[src/pwr_consts.svh]
// constants for the power switch and wake controller
`ifndef PWR_CONSTS_SVH
`define PWR_CONSTS_SVH

// ****************************************
// timing
// ****************************************
`define PWR_CLK_HZ        10000000
`define PWR_SHORT_TIME_S  4
`define PWR_LONG_TIME_S   6
`define PWR_SHORT_CYCLES  (`PWR_SHORT_TIME_S * `PWR_CLK_HZ)
`define PWR_LONG_CYCLES   (`PWR_LONG_TIME_S * `PWR_CLK_HZ)
`define PWR_CNT_W         26

// ****************************************
// wake source bit positions
// ****************************************
`define WK_LAN 0
`define WK_PME 1
`define WK_RTC 2
`define WK_USB 3
`define WK_PCIE 4
`define WK_NUM 5

// ****************************************
// reset values
// ****************************************
`define S5_WAKE_EN_RST 1'b0

`endif

[src/pwr_pkg.sv]
// types for the power switch and wake controller
package pwr_pkg;

  typedef enum logic [4:0] {
    ST_S0 = 5'h01,
    ST_S1 = 5'h02,
    ST_S3 = 5'h04,
    ST_S4 = 5'h08,
    ST_S5 = 5'h10
  } pstate_t;

  typedef enum logic [1:0] {
    CMD_S1 = 2'h0,
    CMD_S3 = 2'h1,
    CMD_S4 = 2'h2,
    CMD_S5 = 2'h3
  } os_cmd_t;

endpackage : pwr_pkg

[src/press_if.sv]
// classified power switch presses between timer and controller
`timescale 1ns/10ps
interface press_if;
  logic short_press;
  logic long_press;
  logic held;
  modport timer (output short_press, output long_press, output held);
  modport ctrl  (input short_press, input long_press, input held);
endinterface : press_if

[src/power_switch_wake_control.sv]
// system power-state controller: switch presses, wake sources, os commands
`timescale 1ns/10ps
`include "pwr_consts.svh"
module power_switch_wake_control #(
  parameter int unsigned SHORT_CYCLES = `PWR_SHORT_CYCLES,
  parameter int unsigned LONG_CYCLES  = `PWR_LONG_CYCLES
) (
  // clock and reset
  input  wire logic             sys_clk_i,
  input  wire logic             nrst_i,
  // front panel switch
  input  wire logic             pwr_sw_n_i,
  // wake pins
  input  wire logic             lan_wake_i,
  input  wire logic             pme_n_i,
  input  wire logic             rtc_alarm_i,
  input  wire logic             usb_wake_i,
  input  wire logic             pcie_wake_n_i,
  // firmware options
  input  wire logic             fw_defaults_i,
  input  wire logic             fw_opt_wr_i,
  input  wire logic             fw_lan_s5_i,
  input  wire logic             fw_pme_s5_i,
  // os commands
  input  wire logic             os_cmd_valid_i,
  input  wire pwr_pkg::os_cmd_t os_cmd_state_i,
  output logic                  os_cmd_ack_o,
  // status
  output pwr_pkg::pstate_t      state_o,
  output logic                  wake_o,
  output logic                  fail_safe_o,
  output logic                  press_held_o,
  output logic [1:0]            s5_wake_en_o
);

  press_if pif ();

  press_timer #(
    .SHORT_CYCLES (SHORT_CYCLES),
    .LONG_CYCLES  (LONG_CYCLES)
  ) u_press_timer (
    .sys_clk_i  (sys_clk_i),
    .nrst_i     (nrst_i),
    .pwr_sw_n_i (pwr_sw_n_i),
    .pif        (pif)
  );

  // ****************************************
  // wake pin synchronisers
  // ****************************************
  logic [`WK_NUM-1:0] raw;
  logic [`WK_NUM-1:0] s1;
  logic [`WK_NUM-1:0] s2;
  logic [`WK_NUM-1:0] s3;
  logic [`WK_NUM-1:0] lvl;
  logic [`WK_NUM-1:0] next_lvl;
  logic [`WK_NUM-1:0] lvl_d;
  logic [`WK_NUM-1:0] evt;

  // active-low pins inverted before the chain so all bits are active high
  assign raw = {~pcie_wake_n_i, usb_wake_i, rtc_alarm_i, ~pme_n_i, lan_wake_i};

  always_comb begin
    next_lvl = lvl;
    for (int i = 0; i < `WK_NUM; i++) begin
      if (s2[i] == s3[i]) begin
        next_lvl[i] = s3[i];
      end
    end
  end

  always_ff @(posedge sys_clk_i) begin
    if (!nrst_i) begin
      s1    <= '0;
      s2    <= '0;
      s3    <= '0;
      lvl   <= '0;
      lvl_d <= '0;
    end else begin
      s1    <= raw;
      s2    <= s1;
      s3    <= s2;
      lvl   <= next_lvl;
      lvl_d <= lvl;
    end
  end

  // a wake source counts on its rising edge; a held level does not repeat
  assign evt = lvl & ~lvl_d;

  // ****************************************
  // firmware s5 wake options
  // ****************************************
  logic lan_s5_en;
  logic pme_s5_en;
  logic next_lan_s5_en;
  logic next_pme_s5_en;

  always_comb begin
    next_lan_s5_en = lan_s5_en;
    next_pme_s5_en = pme_s5_en;
    if (fw_defaults_i) begin
      next_lan_s5_en = `S5_WAKE_EN_RST;
      next_pme_s5_en = `S5_WAKE_EN_RST;
    end else if (fw_opt_wr_i) begin
      next_lan_s5_en = fw_lan_s5_i;
      next_pme_s5_en = fw_pme_s5_i;
    end
  end

  always_ff @(posedge sys_clk_i) begin
    if (!nrst_i) begin
      lan_s5_en <= `S5_WAKE_EN_RST;
      pme_s5_en <= `S5_WAKE_EN_RST;
    end else begin
      lan_s5_en <= next_lan_s5_en;
      pme_s5_en <= next_pme_s5_en;
    end
  end

  assign s5_wake_en_o = {pme_s5_en, lan_s5_en};

  // ****************************************
  // power state machine
  // ****************************************
  pwr_pkg::pstate_t state;
  pwr_pkg::pstate_t next_state;
  logic             wake;
  logic             next_wake;
  logic             fsafe;
  logic             next_fsafe;
  logic             asleep;
  logic             in_s5;
  logic             wake_ok;
  logic             cmd_ok;

  function automatic pwr_pkg::pstate_t cmd_target(input pwr_pkg::os_cmd_t c);
    case (c)
      pwr_pkg::CMD_S1: cmd_target = pwr_pkg::ST_S1;
      pwr_pkg::CMD_S3: cmd_target = pwr_pkg::ST_S3;
      pwr_pkg::CMD_S4: cmd_target = pwr_pkg::ST_S4;
      pwr_pkg::CMD_S5: cmd_target = pwr_pkg::ST_S5;
      default:         cmd_target = pwr_pkg::ST_S0;
    endcase
  endfunction : cmd_target

  assign asleep = (state == pwr_pkg::ST_S1) || (state == pwr_pkg::ST_S3) || (state == pwr_pkg::ST_S4);
  assign in_s5  = (state == pwr_pkg::ST_S5);

  // usb only from S1 and S3
  // lan and pme from S5 only when enabled
  assign wake_ok = (asleep || in_s5) && (
                     evt[`WK_RTC] || evt[`WK_PCIE] ||
                     (evt[`WK_LAN] && (!in_s5 || lan_s5_en)) ||
                     (evt[`WK_PME] && (!in_s5 || pme_s5_en)) ||
                     (evt[`WK_USB] && ((state == pwr_pkg::ST_S1) || (state == pwr_pkg::ST_S3))));

  // os commands taken in working state while no press is pending
  // a held switch blocks every transition but the long press until it is released
  assign cmd_ok       = os_cmd_valid_i && (state == pwr_pkg::ST_S0) && !pif.held &&
                        !pif.short_press && !pif.long_press;
  assign os_cmd_ack_o = cmd_ok;

  always_comb begin
    next_state = state;
    next_wake  = 1'b0;
    next_fsafe = 1'b0;
    case (state)
      pwr_pkg::ST_S0: begin
        if (pif.long_press) begin
          next_state = pwr_pkg::ST_S5;
          next_fsafe = 1'b1;
        // short press puts the working system to sleep
        end else if (pif.short_press) begin
          next_state = pwr_pkg::ST_S1;
        end else if (cmd_ok) begin
          next_state = cmd_target(os_cmd_state_i);
        end
      end
      pwr_pkg::ST_S1, pwr_pkg::ST_S3, pwr_pkg::ST_S4: begin
        if (pif.long_press) begin
          next_state = pwr_pkg::ST_S5;
          next_fsafe = 1'b1;
        end else if (!pif.held && (pif.short_press || wake_ok)) begin
          next_state = pwr_pkg::ST_S0;
          next_wake  = 1'b1;
        end
      end
      pwr_pkg::ST_S5: begin
        // short press powers on from soft-off
        if (!pif.held && (pif.short_press || wake_ok)) begin
          next_state = pwr_pkg::ST_S0;
          next_wake  = 1'b1;
        end
      end
      default: next_state = pwr_pkg::ST_S5;
    endcase
  end

  always_ff @(posedge sys_clk_i) begin
    if (!nrst_i) begin
      state <= pwr_pkg::ST_S5;
      wake  <= 1'b0;
      fsafe <= 1'b0;
    end else begin
      state <= next_state;
      wake  <= next_wake;
      fsafe <= next_fsafe;
    end
  end

  assign state_o      = state;
  assign wake_o       = wake;
  assign fail_safe_o  = fsafe;
  assign press_held_o = pif.held;
endmodule : power_switch_wake_control

[src/press_timer.sv]
// power switch synchroniser and press-duration classifier
`timescale 1ns/10ps
`include "pwr_consts.svh"
module press_timer #(
  parameter int unsigned CNT_W        = `PWR_CNT_W,
  parameter int unsigned SHORT_CYCLES = `PWR_SHORT_CYCLES,
  parameter int unsigned LONG_CYCLES  = `PWR_LONG_CYCLES
) (
  // clock and reset
  input  wire logic sys_clk_i,
  input  wire logic nrst_i,
  // switch pin, low while pressed
  input  wire logic pwr_sw_n_i,
  // classified presses
  press_if.timer    pif
);

  localparam logic [CNT_W-1:0] SHORT_C = CNT_W'(SHORT_CYCLES);
  localparam logic [CNT_W-1:0] LONG_C  = CNT_W'(LONG_CYCLES);

  logic [2:0]       sync;
  logic [2:0]       next_sync;
  logic             pressed;
  logic             next_pressed;
  logic [CNT_W-1:0] cnt;
  logic [CNT_W-1:0] next_cnt;
  logic             long_done;
  logic             next_long_done;
  logic             short_p;
  logic             next_short_p;
  logic             long_p;
  logic             next_long_p;

  // ****************************************
  // next state
  // ****************************************
  always_comb begin
    next_sync      = {sync[1:0], pwr_sw_n_i};
    next_pressed   = pressed;
    // change accepted only when stages two and three agree
    if (sync[1] == sync[2]) begin
      next_pressed = ~sync[2];
    end
    next_cnt       = '0;
    if (pressed) begin
      next_cnt = (cnt == LONG_C) ? cnt : cnt + CNT_W'(1);
    end
    // long hold fires once, while still held
    next_long_p    = pressed && !long_done && (cnt == LONG_C);
    next_long_done = pressed && (long_done || next_long_p);
    // short press classified on release only
    next_short_p   = pressed && !next_pressed && !long_done && (cnt < SHORT_C);
  end

  always_ff @(posedge sys_clk_i) begin
    if (!nrst_i) begin
      sync      <= 3'h7;
      pressed   <= 1'b0;
      cnt       <= '0;
      long_done <= 1'b0;
      short_p   <= 1'b0;
      long_p    <= 1'b0;
    end else begin
      sync      <= next_sync;
      pressed   <= next_pressed;
      cnt       <= next_cnt;
      long_done <= next_long_done;
      short_p   <= next_short_p;
      long_p    <= next_long_p;
    end
  end

  assign pif.short_press = short_p;
  assign pif.long_press  = long_p;
  assign pif.held        = pressed;
endmodule : press_timer

[config.mk]
export PLATFORM = sky130hd
export DESIGN_NAME = power_switch_wake_control
export DESIGN_NICKNAME = d
export VERILOG_FILES = /design/src/pwr_pkg.sv /design/src/press_if.sv /design/src/power_switch_wake_control.sv /design/src/press_timer.sv
export VERILOG_INCLUDE_DIRS = /design/src
export SDC_FILE = /design/constraint.sdc
export NUM_CORES = 1
export LEC_CHECK = 0
export BUFFER_PORTS_ARGS = -buffer_cell sky130_fd_sc_hd__buf_2
export CORE_ASPECT_RATIO = 1.75
export CORE_MARGIN = 2
export CORE_UTILIZATION = 63
export DETAILED_ROUTE_END_ITERATION = 8
export PLACE_DENSITY = 0.87
export SLEW_MARGIN = 20
export SYNTH_ARGS = -nofsm -noshare
export SYNTH_HDL_FRONTEND = slang
export SYNTH_SLANG_ARGS = --single-unit
[constraint.sdc]
create_clock -name sys_clk_i -period 4.9 [get_ports sys_clk_i]
set_clock_uncertainty 0.05 [all_clocks]
set_input_delay 0.245 -clock sys_clk_i [delete_from_list [all_inputs] [get_ports sys_clk_i]]
set_output_delay 0.245 -clock sys_clk_i [all_outputs]
set_load 0.05 [all_outputs]
# [Word level (Yosys, flattened, before mapping)]
# Cells that the tools add are included.
[word_totals] register_bits=67 input_bits=15 output_inout_bits=11 word_cells=94
[op_classes] n_addsub=1 order_cmp=1 n_eq_ne=16 mux=12 bitwise_logic=6 reduce_logical=38
[op_table] cell="26-bit by 1-bit adder with 26-bit output (second input constant)" count=1
[op_table] cell="26-bit equality test (second input constant)" count=1
[op_table] cell="26-bit < comparator (second input constant)" count=1
[op_table] cell="5-bit 2-to-1 mux" count=5
[op_table] cell="5-bit one-hot mux with 4 select lines" count=1
[op_table] cell="1-bit logical AND" count=15
[op_table] cell="5-bit one-hot mux with 3 select lines" count=1
[op_table] cell="1-bit logical OR" count=11
[op_table] cell="1-bit equality test" count=6
[op_table] cell="1-bit logical NOT" count=6
[op_table] cell="5-bit AND" count=1
[op_table] cell="5-bit by 1-bit equality test with 1-bit output (second input constant)" count=1
[op_table] cell="5-bit by 2-bit equality test with 1-bit output (second input constant)" count=1
[op_table] cell="5-bit by 3-bit equality test with 1-bit output (second input constant)" count=1
[op_table] cell="5-bit by 4-bit equality test with 1-bit output (second input constant)" count=1
[op_table] cell="5-bit equality test (second input constant)" count=1
[op_table] cell="5-bit inverter" count=1
[op_table] cell="2-bit equality test (second input constant)" count=2
[op_table] cell="1-bit 2-to-1 mux" count=4
[op_table] cell="4-bit by 2-bit != test with 1-bit output (second input constant)" count=1
[op_table] cell="1-bit inverter" count=4
[op_table] cell="2-bit AND reduction" count=2
[op_table] cell="4-bit OR reduction" count=1
[op_table] cell="3-bit OR reduction" count=1
[op_table] cell="other kinds (4)" count=4

# [Longest topological paths before layout]
# Gate-level depths: netlist of the first run.
[depth] depth_word=13 ltp_mapped=6 depth_no_buf=6

# [Modules after synthesis]
# From an unflattened synthesis of the first run, not the netlist that was laid out.
[unflattened] hier_cells=319 area_unflattened_um2=2916.5
[by_module_without_submodules] mod="press_timer" n_inst=1 cells_per_inst=170 area_per_inst_um2=1492.7 seq_area_each_um2=660.6
[by_module_without_submodules] mod="power_switch_wake_control" n_inst=1 cells_per_inst=149 area_per_inst_um2=1423.9 seq_area_each_um2=680.7

# [Least setup slack after synthesis of the first run]
# OpenSTA, ideal clock, no wires.
[synth_path] path_type="flip-flop to flip-flop" startpoint="reg state[2], in the netlist state_o[2]" endpoint="reg state[3], in the netlist state_o[3]" setup_ns=0.093 t_arrival_ns=2.386 required_time_ns=4.757 slack_ns=2.372 stages_incl_launch_ff=6 path_buffers=1 path_cell_list="dfxtp_1 -> buf_2 -> or4b_1 -> nor3b_2 -> nand2_1 -> o32ai_1"
[synth_between] word_cells_on_any_way=29 classes_between="eq/ne: 6; mux: 3; reduce/logical: 20"
[synth_lines] element="start, declared" line_no="power_switch_wake_control.sv:126" source="pwr_pkg::pstate_t state;"
[synth_lines] element="start signal, assigned" line_no="power_switch_wake_control.sv:202" source="state <= pwr_pkg::ST_S5;"
[synth_lines] element="start signal, assigned" line_no="power_switch_wake_control.sv:206" source="state <= next_state;"
[synth_lines] element="5-bit by 1-bit equality test with 1-bit output" line_no="power_switch_wake_control.sv:160" source="assign cmd_ok = os_cmd_valid_i && (state == pwr_pkg::ST_S0) && !pif.held &&"
[synth_lines] element="1-bit logical AND (3 in series)" line_no="power_switch_wake_control.sv:160"
[synth_lines] element="1-bit logical AND" line_no="power_switch_wake_control.sv:161" source="!pif.short_press && !pif.long_press;"
[synth_lines] element="via os_cmd_ack_o" line_no="power_switch_wake_control.sv:27" source="output logic os_cmd_ack_o,"
[synth_lines] element="4-bit by 2-bit != test with 1-bit output (no line)"
# The timed path passes the listed nets, and every way through them passes these cells.
# A chain may end at the register's enable or synchronous reset.

# [Worst setup path in the final report of the first run]
[layout_path] startpoint="reg state[0], in the netlist state_o[0]" endpoint="out os_cmd_ack_o"
[layout_between] elab_chain_cells=5
[layout_lines] element="5-bit by 1-bit equality test with 1-bit output" line_no="power_switch_wake_control.sv:160"
[layout_lines] element="1-bit logical AND (3 in series)" line_no="power_switch_wake_control.sv:160"
[layout_lines] element="1-bit logical AND" line_no="power_switch_wake_control.sv:161"
[layout_lines] element="end, declared" line_no="power_switch_wake_control.sv:27"
# No other way between the ends.

==> run_results.csv, run 1 <==
group,metric,value,unit
yosys,synth_nets,325,
drt,met2_wirelength,3270,um
run_status,status,"complete, no violations",
timing,fin_crit_sh,0.481,
timing,hold_slack,0.0437,ns
die,start_util,0.649,
grt,grt_max_degree,39,
timing,drv_slew,0,
clocking,postCtsSetupBuffers,0,
yosys,synth_cell_type_count,56,
placed_design,dpl-instance-area,0.00295,mm2
clocking,h-tree-depth,3,
finish,layout-drive-gt1-share,0.146,
clocking,clock-sinks,67,
grt,grt_pass1_vias,2217,
setup_path,cp_top_family,"simple AND/OR/NAND/NOR gates",
drt,viasPerCell,5.80,
grt,grt_use_total,0.258,
timing,rsz0062_at_grt,"no",
drt,wl_met1,2100,um
power,p_leak,1.18,nW
setup_path,critPathArrivalTime,2.06,ns
yosys,ys_ff_latch,67,
yosys,ys.flop_type,"dfxtp_1",
die,ios,26,
die,die_w,54.7,um
finish,fin_cells,387,
placed_design,gp_congestion,0.846,
timing,layout_setup_ws,2.54,ns
flow_run,cap_violations,0,
timing,hold_violations,0,
timing,max_freq,425,MHz
timing,timing.setup.tns,0,ns
yosys,synth_area,0.00283,mm2
die,core-area,0.00436,mm2
die,num_rows,32,
clocking,cts-root-buf,"clkbuf_8",
timing,slew_headroom,0.401,
setup_path,cp-end-kind,"output pin",
finish,postLayoutCellArea,0.00318,mm2
grt,grt_overflow,0,
die,die_area,0.00507,mm2
timing,fin_crit,2.36,ns
placed_design,numPlacedInstances,369,
placed_design,pre_cts_ws,2.69,ns
power,ir_drop,0.342,mV
drt,first_pass_iters,5,
finish,area_growth,12.2,%
setup_path,startpoint_type,"register",
clocking,clk_path_buf_depth,2,
drt,drc_errors,0,
clocking,path_clk_slew,0.07,ns
clocking,cts_buffers,9,
yosys,synthArstFlopShare,0,
setup_path,slowest_stage,"dfxtp_1",
timing,setup_viol,0,
drt,route.antenna.remaining_nets,0,
setup_path,critPathMaxFanout,15,
drt,wl_per_cell,14.8,um
timing,max_slew.worst_pin.slew,0.896,ns
setup_path,cp.required,4.61,ns
drt,route.met3.wl,234,um
drt,vias,2245,
die,die_y,92.7,um
drt,wl,5720,um
yosys,syn_area_per_cell,9.20,um2
setup_path,slowest_delay,0.62,ns
yosys,synth_top_area_frac,0.473,
setup_path,ff2ff_setup_slack,2.75,ns
yosys,synth_edf_count,0,
worst_hold_path,min_path_type,"input port to register",
grt,grt_first_pass_wirelength,9340,um
yosys,ys_seq_area_frac,0.473,
finish,nNetsFinal,348,
drt,drt-initial-drc-count,48,
setup_path,critical_path_buf_inv_count,1,
yosys,postSynthCellCount,308,
setup_path,criticalPathCategory,"register to output pin",
yosys,yosysTopAreaCell,"dfxtp_1",
finish,n_antenna_cell,0,
yosys,synthTopCellsByArea,"dfxtp_1, xor2_1, nor2_1",
clocking,cts_tree,"done",
grt,antenna_found_initial,0,
power,p_per_area,333,mW/mm2
drt,top_layer,"met4",
yosys,yosysWarnings,0,
clocking,worstSkewPairLatency,0.34,ns
setup_path,path_cells,"or4b_1 > nor3b_2 > buf_2",
placed_design,port_buffers,25,
clocking,cts_resized,0,
placed_design,dp_hpwl,3970,um
-- state kept, by name (all words and copies together) (netlist names), 3 cells and up --
name	flops
u_press_timer.cnt	26
lvl	5
s1	5
s3	5
state_o	5
u_press_timer.sync	3
s2	5
lvl_d	5
-- layout make-up --
| type | instances | area (um2) |
|---|---|---|
| clock buffer | 12 | 165 |
| tap | 51 | 63.8 |
| multi-input combinational | 215 | 1380 |
| inverter | 11 | 41.3 |
| clock inverter | 4 | 47.5 |
| timing repair buffer | 27 | 145 |
| sequential | 67 | 1340 |
| fill | 331 | 1180 |
-- per-layer routing --
metal	track usage	up-vias
met1	0.237	1067
met5	0	-
met2	0.453	58
met4	0.160	0
li1	-	1112
met3	0.0790	8
-- kinds of logic (layout without fill, tap and decap cells) --
| kind of cell | after synthesis | after routing | synth area share |
|---|---|---|---|
| mux | 3 | 3 | 0.0106 |
| flops | 67 | 67 | 0.473 |
| fa+ha+maj | 2 | 2 | 0.00883 |
| buf+inv | 26 | 54 | 0.0415 |
| compound gates | 40 | 40 | 0.105 |
| simple gates | 145 | 145 | 0.284 |
| xor+xnor | 25 | 25 | 0.0773 |
-- stage by stage --
step | utilization | total power (W)
2_1_floorplan | - | 0.000587
5_1_grt | 0.728 | 0.00110
3_3_place_gp | 0.675 | 0.000595
3_5_place_dp | 0.675 | 0.000597
6_report | 0.728 | 0.00106
4_1_cts | 0.728 | 0.00107
-- final timing paths --
kind	to	start	cells past startpoint
setup reg to reg	state_o[0]	state_o[2]	5
hold / removal	u_press_timer.sync[0]	pwr_sw_n_i	2
setup / recovery	os_cmd_ack_o	state_o[0]	3
hold reg to reg	u_press_timer.sync[1]	u_press_timer.sync[0]	1
-- timing repair --
| action | CTS | global route |
|---|---|---|
| endpoints found under the hold margin | 2 | 0 |
| endpoints found under the setup margin | 0 | 0 |
| hold buffers | 2 | 0 |
-- synthesized netlist by cell type, drive strengths merged, types with 4 or more instances --
cell type   n
a21boi      5
a21oi       4
and2       19
buf         6
clkbuf      9
dfxtp      67
inv        11
nand2      22
nand2b      6
nand3      15
nand4       9
nor2       37
nor2b       5
nor3        7
o211ai      5
o21ai      11
or4b        4
xnor2       4
xor2       21
-- layout by cell type, fill, tap and decap left out, types with 3 or more instances in the layout --
cell type / Yosys / routed
a21boi_0: 5 / 5
a21oi_1: 3 / 3
and2_1: 18 / 18
and3_1: 3 / 3
and4_1: 3 / 3
buf_2: 2 / 25
clkbuf_8: 0 / 12
dfxtp_1: 67 / 67
inv_1: 11 / 11
mux2i_1: 3 / 3
nand2_1: 22 / 22
nand2b_1: 6 / 6
nand3_1: 15 / 15
nand4_1: 9 / 9
nor2_1: 37 / 37
nor2b_1: 5 / 5
nor3_1: 6 / 6
o211ai_1: 5 / 5
o21ai_0: 11 / 11
or4b_1: 3 / 3
xnor2_1: 4 / 4
xor2_1: 21 / 21
-- where the power goes --
part | internal (W) | switching [W] | total [W]
clock | 0.000275 | 0.000197 | 0.000472
combinational | 0.0000135 | 0.0000167 | 0.0000302
sequential | 0.000552 | 0.00000383 | 0.000555
(Power assumes the default switching activity.)
==> run 2: changes to the inputs <==
--- a/config.mk
+++ b/config.mk
@@ -9,9 +9,9 @@
 export BUFFER_PORTS_ARGS = -buffer_cell sky130_fd_sc_hd__buf_2
 export CORE_ASPECT_RATIO = 1.75
 export CORE_MARGIN = 2
-export CORE_UTILIZATION = 63
+export CORE_UTILIZATION = 58
 export DETAILED_ROUTE_END_ITERATION = 8
-export PLACE_DENSITY = 0.87
+export PLACE_DENSITY = 0.81
 export SLEW_MARGIN = 20
 export SYNTH_ARGS = -nofsm -noshare
 export SYNTH_HDL_FRONTEND = slang
==> constraint.sdc (replaced) <==
create_clock -name sys_clk_i -period 2.25 [get_ports sys_clk_i]
set_clock_uncertainty 0.05 [all_clocks]
set_input_delay 0.1125 -clock sys_clk_i [delete_from_list [all_inputs] [get_ports sys_clk_i]]
set_output_delay 0.1125 -clock sys_clk_i [all_outputs]
set_load 0.05 [all_outputs]
==> run 2 against run 1 <==
Against the previous run: power rose by 130%; sequential share of layout area decreased by 2.0 points; global-route usage fell by 2.1 points; critical path type unchanged.
==> run_results.csv, run 2 (synthesized netlist as in run 1, its figures left out) <==
group,metric,value,unit
finish,area_growth,18.2,%
die,core-area,0.00471,mm2
timing,rsz0062_at_grt,"no",
die,start_util,0.602,
drt,vias,2302,
grt,grt_use_met1,0.237,
timing,max_slew.worst_pin.slew,0.568,ns
timing,timing.setup.tns,0,ns
timing,drv_slew,0,
drt,wl_per_cell,14.6,um
timing,layout_setup_ws,0.142,ns
timing,hold_violations,0,
timing,setup_viol,0,
drt,drt-initial-drc-count,92,
setup_path,cp-startpoint,"state_o[1]",
placed_design,dp_hpwl,4180,um
setup_path,cp.required,2.09,ns
clocking,cts_buffers,9,
placed_design,dpl-instance-area,0.00301,mm2
power,p_leak,1.26,nW
grt,grtUsageMet2,0.453,
setup_path,critPathMaxFanout,11,
setup_path,r2r_cells,5,
grt,antenna_found_initial,0,
grt,busiest_layer,"met2",
power,finalPower,0.00239,W
die,num_rows,33,
clocking,clk_path_buf_depth,2,
power,ir_drop,0.651,mV
finish,postLayoutCellArea,0.00335,mm2
finish,regMostFlops,"u_press_timer.cnt",
setup_path,regToRegEndpoint,"state_o[0]",
grt,grt_use_total,0.237,
timing,fin_crit_sh,0.937,
clocking,cts-root-buf,"clkbuf_8",
placed_design,port_buffers,25,
finish,postLayoutCoreUtil,0.712,
drt,first_pass_iters,4,
placed_design,gp_congestion,0.904,
drt,viasPerCell,5.70,
setup_path,cp-end-kind,"output pin",
drt,drc_errors,0,
placed_design,pre_cts_ws,0.298,ns
flow_run,cap_violations,0,
grt,grt_first_pass_wirelength,9960,um
die,die_y,96.5,um
finish,layout_common_cells,"dfxtp_1, nor2_1, buf_2",
power,p_per_area,713,mW/mm2
finish,layout-drive-gt1-share,0.173,
drt,wl,5920,um
clocking,postCtsSetupBuffers,0,
run_status,status,"complete, no violations",
grt,grt_use_met3,0.0559,
die,ios,26,
clocking,h-tree-depth,3,
setup_path,startpoint_type,"register",
drt,route.antenna.remaining_nets,0,
setup_path,rr_startpoint,"state_o[4]",
clocking,clock-sinks,67,
setup_path,critPathArrivalTime,1.95,ns
setup_path,ff2ff_setup_slack,0.27,ns
grt,grt_overflow,0,
setup_path,criticalPathCategory,"register to output pin",
clocking,worstSkewPairLatency,0.34,ns
finish,nNetsFinal,364,
clocking,cts_tree,"done",
clocking,path_clk_slew,0.08,ns
grt,grt_max_degree,30,
finish,final_common_cell,"dfxtp_1",
finish,n_antenna_cell,0,
timing,max_freq,474,MHz
die,die_w,56.8,um
timing,fin_crit,2.11,ns
setup_path,crit_end,"os_cmd_ack_o",
worst_hold_path,min_path_type,"input port to register",
grt,grt_pass1_vias,2237,
finish,largest_register_ffs,26,
die,die_area,0.00548,mm2
timing,slew_headroom,0.616,
[run 2: changes by cell type in the layout (fill, tap and decap cells not counted), sizes merged]
cell | previous run | this run
dlygate4sd3 | 2 | 11
buf | 25 | 32
clkinv | 2 | 4
clkbuf | 12 | 9
bufinv | 1 | 2
[run 2: layer usage]
layer / up-vias / share of wire
met5: - / 0
met4: 0 / 0.016
met3: 10 / 0.029
met2: 48 / 0.56
met1: 1102 / 0.39
li1: 1142 / -
[run 2: final cells by class]
class,instances,area [um2]
fillers,358,1360
clock inverters,7,103
well taps,52,65.1
flip-flops and latches,67,1350
inverters,11,41.3
multi-input cells,215,1380
repair buffers,43,288
clock buffers,9,124
[run 2: critical path, cell delays in order, from the launching register on]
cell and delay (ns):
dfxtp_2 0.38, or4b_1 0.68, nor3b_4 0.26, buf_2 0.29
[run 2: stage by stage]
step | hold slack, ns | std cells
finish | 0.0191 | 404
floorplan | 0.134 | 308
global route | 0.00975 | 404
global placement | 0.218 | 377
CTS | 0.00352 | 404
detailed placement | 0.223 | 377
[run 2: where the power goes]
part | internal, W | total [W] | switching (W)
sequential | 0.00120 | 0.00121 | 0.00000734
combinational | 0.0000412 | 0.0000809 | 0.0000397
clock | 0.000631 | 0.00110 | 0.000468
total | 0.00187 | 0.00239 | 0.000515
[run 2: worst min path at each step]
stage	startpoint	to	slack, ns	cells past startpoint
final	fw_opt_wr_i	lan_s5_en	0.02	3
after global routing	fw_defaults_i	lan_s5_en	0.01	3
after CTS	fw_defaults_i	lan_s5_en	0.004	3
after detailed placement	pme_n_i	s1[1]	0.22	2
after global placement	pme_n_i	s1[1]	0.22	2
after floorplan	pme_n_i	s1[1]	0.13	1
[run 2: what timing repair did]
action | 4_1_cts | 5_1_grt
gates resized for setup | 0 | 0
hold buffers | 11 | 0
hold endpoints to repair | 11 | 0
==> run 3: changes to the inputs <==
--- a/config.mk
+++ b/config.mk
@@ -12,6 +12,7 @@
 export CORE_UTILIZATION = 58
 export DETAILED_ROUTE_END_ITERATION = 8
 export PLACE_DENSITY = 0.81
+export RECOVER_POWER = 100
 export SLEW_MARGIN = 20
 export SYNTH_ARGS = -nofsm -noshare
 export SYNTH_HDL_FRONTEND = slang
==> run 3 against run 2 <==
Against the previous run: critical endpoint unchanged; combinational power is 2% lower; clock power hardly changed; critical path type unchanged; utilization is 0.82 points lower.
==> run_results.csv, run 3 (synthesized netlist as in run 1, its figures left out) <==
group,metric,value,unit
grt,grt_overflow,0,
die,die_w,56.8,um
clocking,cts_resized,0,
drt,wl,5980,um
die,core-area,0.00471,mm2
finish,nNetsFinal,364,
power,p_leak,1.20,nW
timing,layout_setup_ws,0.115,ns
timing,hold_violations,0,
finish,layout_common_cells,"dfxtp_1, nor2_1, nand2_1",
run_status,status,"complete, no violations",
die,num_rows,33,
grt,grt_pass1_vias,2237,
clocking,clk_path_buf_depth,2,
setup_path,slowest_delay,0.68,ns
drt,route.antenna.remaining_nets,0,
power,p_per_area,721,mW/mm2
timing,max_slew.worst_pin.slew,0.924,ns
finish,layout-drive-gt1-share,0.128,
finish,postLayoutCoreUtil,0.703,
timing,fin_crit,2.14,ns
power,p_sw_frac,0.216,
grt,grt_first_pass_wirelength,9960,um
drt,drc_errors,0,
timing,hold_slack,0.0151,ns
placed_design,pre_cts_ws,0.298,ns
timing,setup_viol,0,
setup_path,startpoint_type,"register",
clocking,cts-root-buf,"clkbuf_8",
finish,regMostFlops,"u_press_timer.cnt",
timing,slew_headroom,0.384,
clocking,path_clk_slew,0.08,ns
drt,vias,2293,
placed_design,port_buffers,25,
clocking,postCtsSetupBuffers,0,
finish,fill_cells,372,
timing,timing.setup.tns,0,ns
placed_design,gp_congestion,0.904,
placed_design,dp_hpwl,4180,um
finish,largest_register_ffs,26,
power,power_frac_comb,0.033,
setup_path,cp.required,2.09,ns
clocking,cts_tree,"done",
timing,drv_slew,0,
setup_path,critPathMaxFanout,11,
finish,final_common_cell,"dfxtp_1",
finish,fin_cells,404,
power,power_frac_seq,0.506,
die,start_util,0.602,
timing,max_freq,468,MHz
setup_path,slowest_stage,"or4b_1",
setup_path,criticalPathCategory,"register to output pin",
drt,first_pass_iters,4,
drt,wl_per_cell,14.8,um
clocking,cts-hold-fix-buffers,11,
clocking,h-tree-depth,3,
timing,fin_crit_sh,0.949,
die,ios,26,
drt,drt-initial-drc-count,108,
timing,rsz0062_at_grt,"no",
grt,grt_max_degree,30,
grt,antenna_found_initial,0,
drt,viasPerCell,5.68,
clocking,worstSkewPairLatency,0.34,ns
power,power_switching,0.000517,W
finish,n_antenna_cell,0,
setup_path,critPathArrivalTime,1.97,ns
setup_path,path_cells,"or4b_1 > nor3b_4 > clkbuf_2",
die,die_y,96.5,um
die,die_area,0.00548,mm2
placed_design,numPlacedInstances,377,
worst_hold_path,min_path_type,"input port to register",
finish,area_growth,16.8,%
grt,grt_use_total,0.237,
clocking,cts_buffers,9,
flow_run,cap_violations,0,
power,ir_drop,0.650,mV
power,clockPowerShare,0.461,
power,intPower,0.00187,W
clocking,clock-sinks,67,
setup_path,cp-end-kind,"output pin",
run 3: cell count changes in the layout (fill, tap and decap cells not counted), sizes merged:
cell	delta
buf	-15
clkbuf	+15
run 3: metal layers:
layer | share of wire | GRT usage
met1 | 0.40 | 0.237
met2 | 0.56 | 0.453
met3 | 0.026 | 0.0559
met4 | 0.016 | 0.110
met5 | 0 | 0
run 3: power by group through the flow:
stage	registers, W	clock network [W]	logic [W]
after floorplan	0.00124	0	0.0000419
after global placement	0.00123	0	0.0000639
after detailed placement	0.00124	0	0.0000657
after CTS	0.00121	0.00111	0.0000808
after global routing	0.00121	0.00116	0.0000858
final	0.00121	0.00110	0.0000792
run 3: metrics by stage:
stage               cell area, um2  total power (W)
CTS                           3350          0.00240
global placement              3010          0.00130
detailed placement            3010          0.00130
global route                  3310          0.00246
finish                        3310          0.00239
floorplan                     2850          0.00128
run 3: cell type report:
cell class	instances	area, um2	area share
Multi-Input combinational cell	215	1370	0.413
Clock inverter	7	103	0.0310
Inverter	11	41.3	0.0125
Tap cell	52	65.1	0.0197
Sequential cell	67	1350	0.407
Timing Repair Buffer	43	264	0.0797
Clock buffer	9	124	0.0374
run 3: final timing paths:
check,cells after the start,slack [ns],end,start
min reg2reg,1,0.37,u_press_timer.sync[1],u_press_timer.sync[0]
max reg2reg,5,0.14,state_o[0],state_o[4]
min,3,0.02,lan_s5_en,fw_defaults_i
max,3,0.11,os_cmd_ack_o,state_o[1]
run 3: worst max-delay path: cells and delay by family, from the launching register on:
family                 cells  cell delay [ns]
and+or+nand+nor            2             0.95
buffers and inverters      1             0.31
DFF                        1             0.38
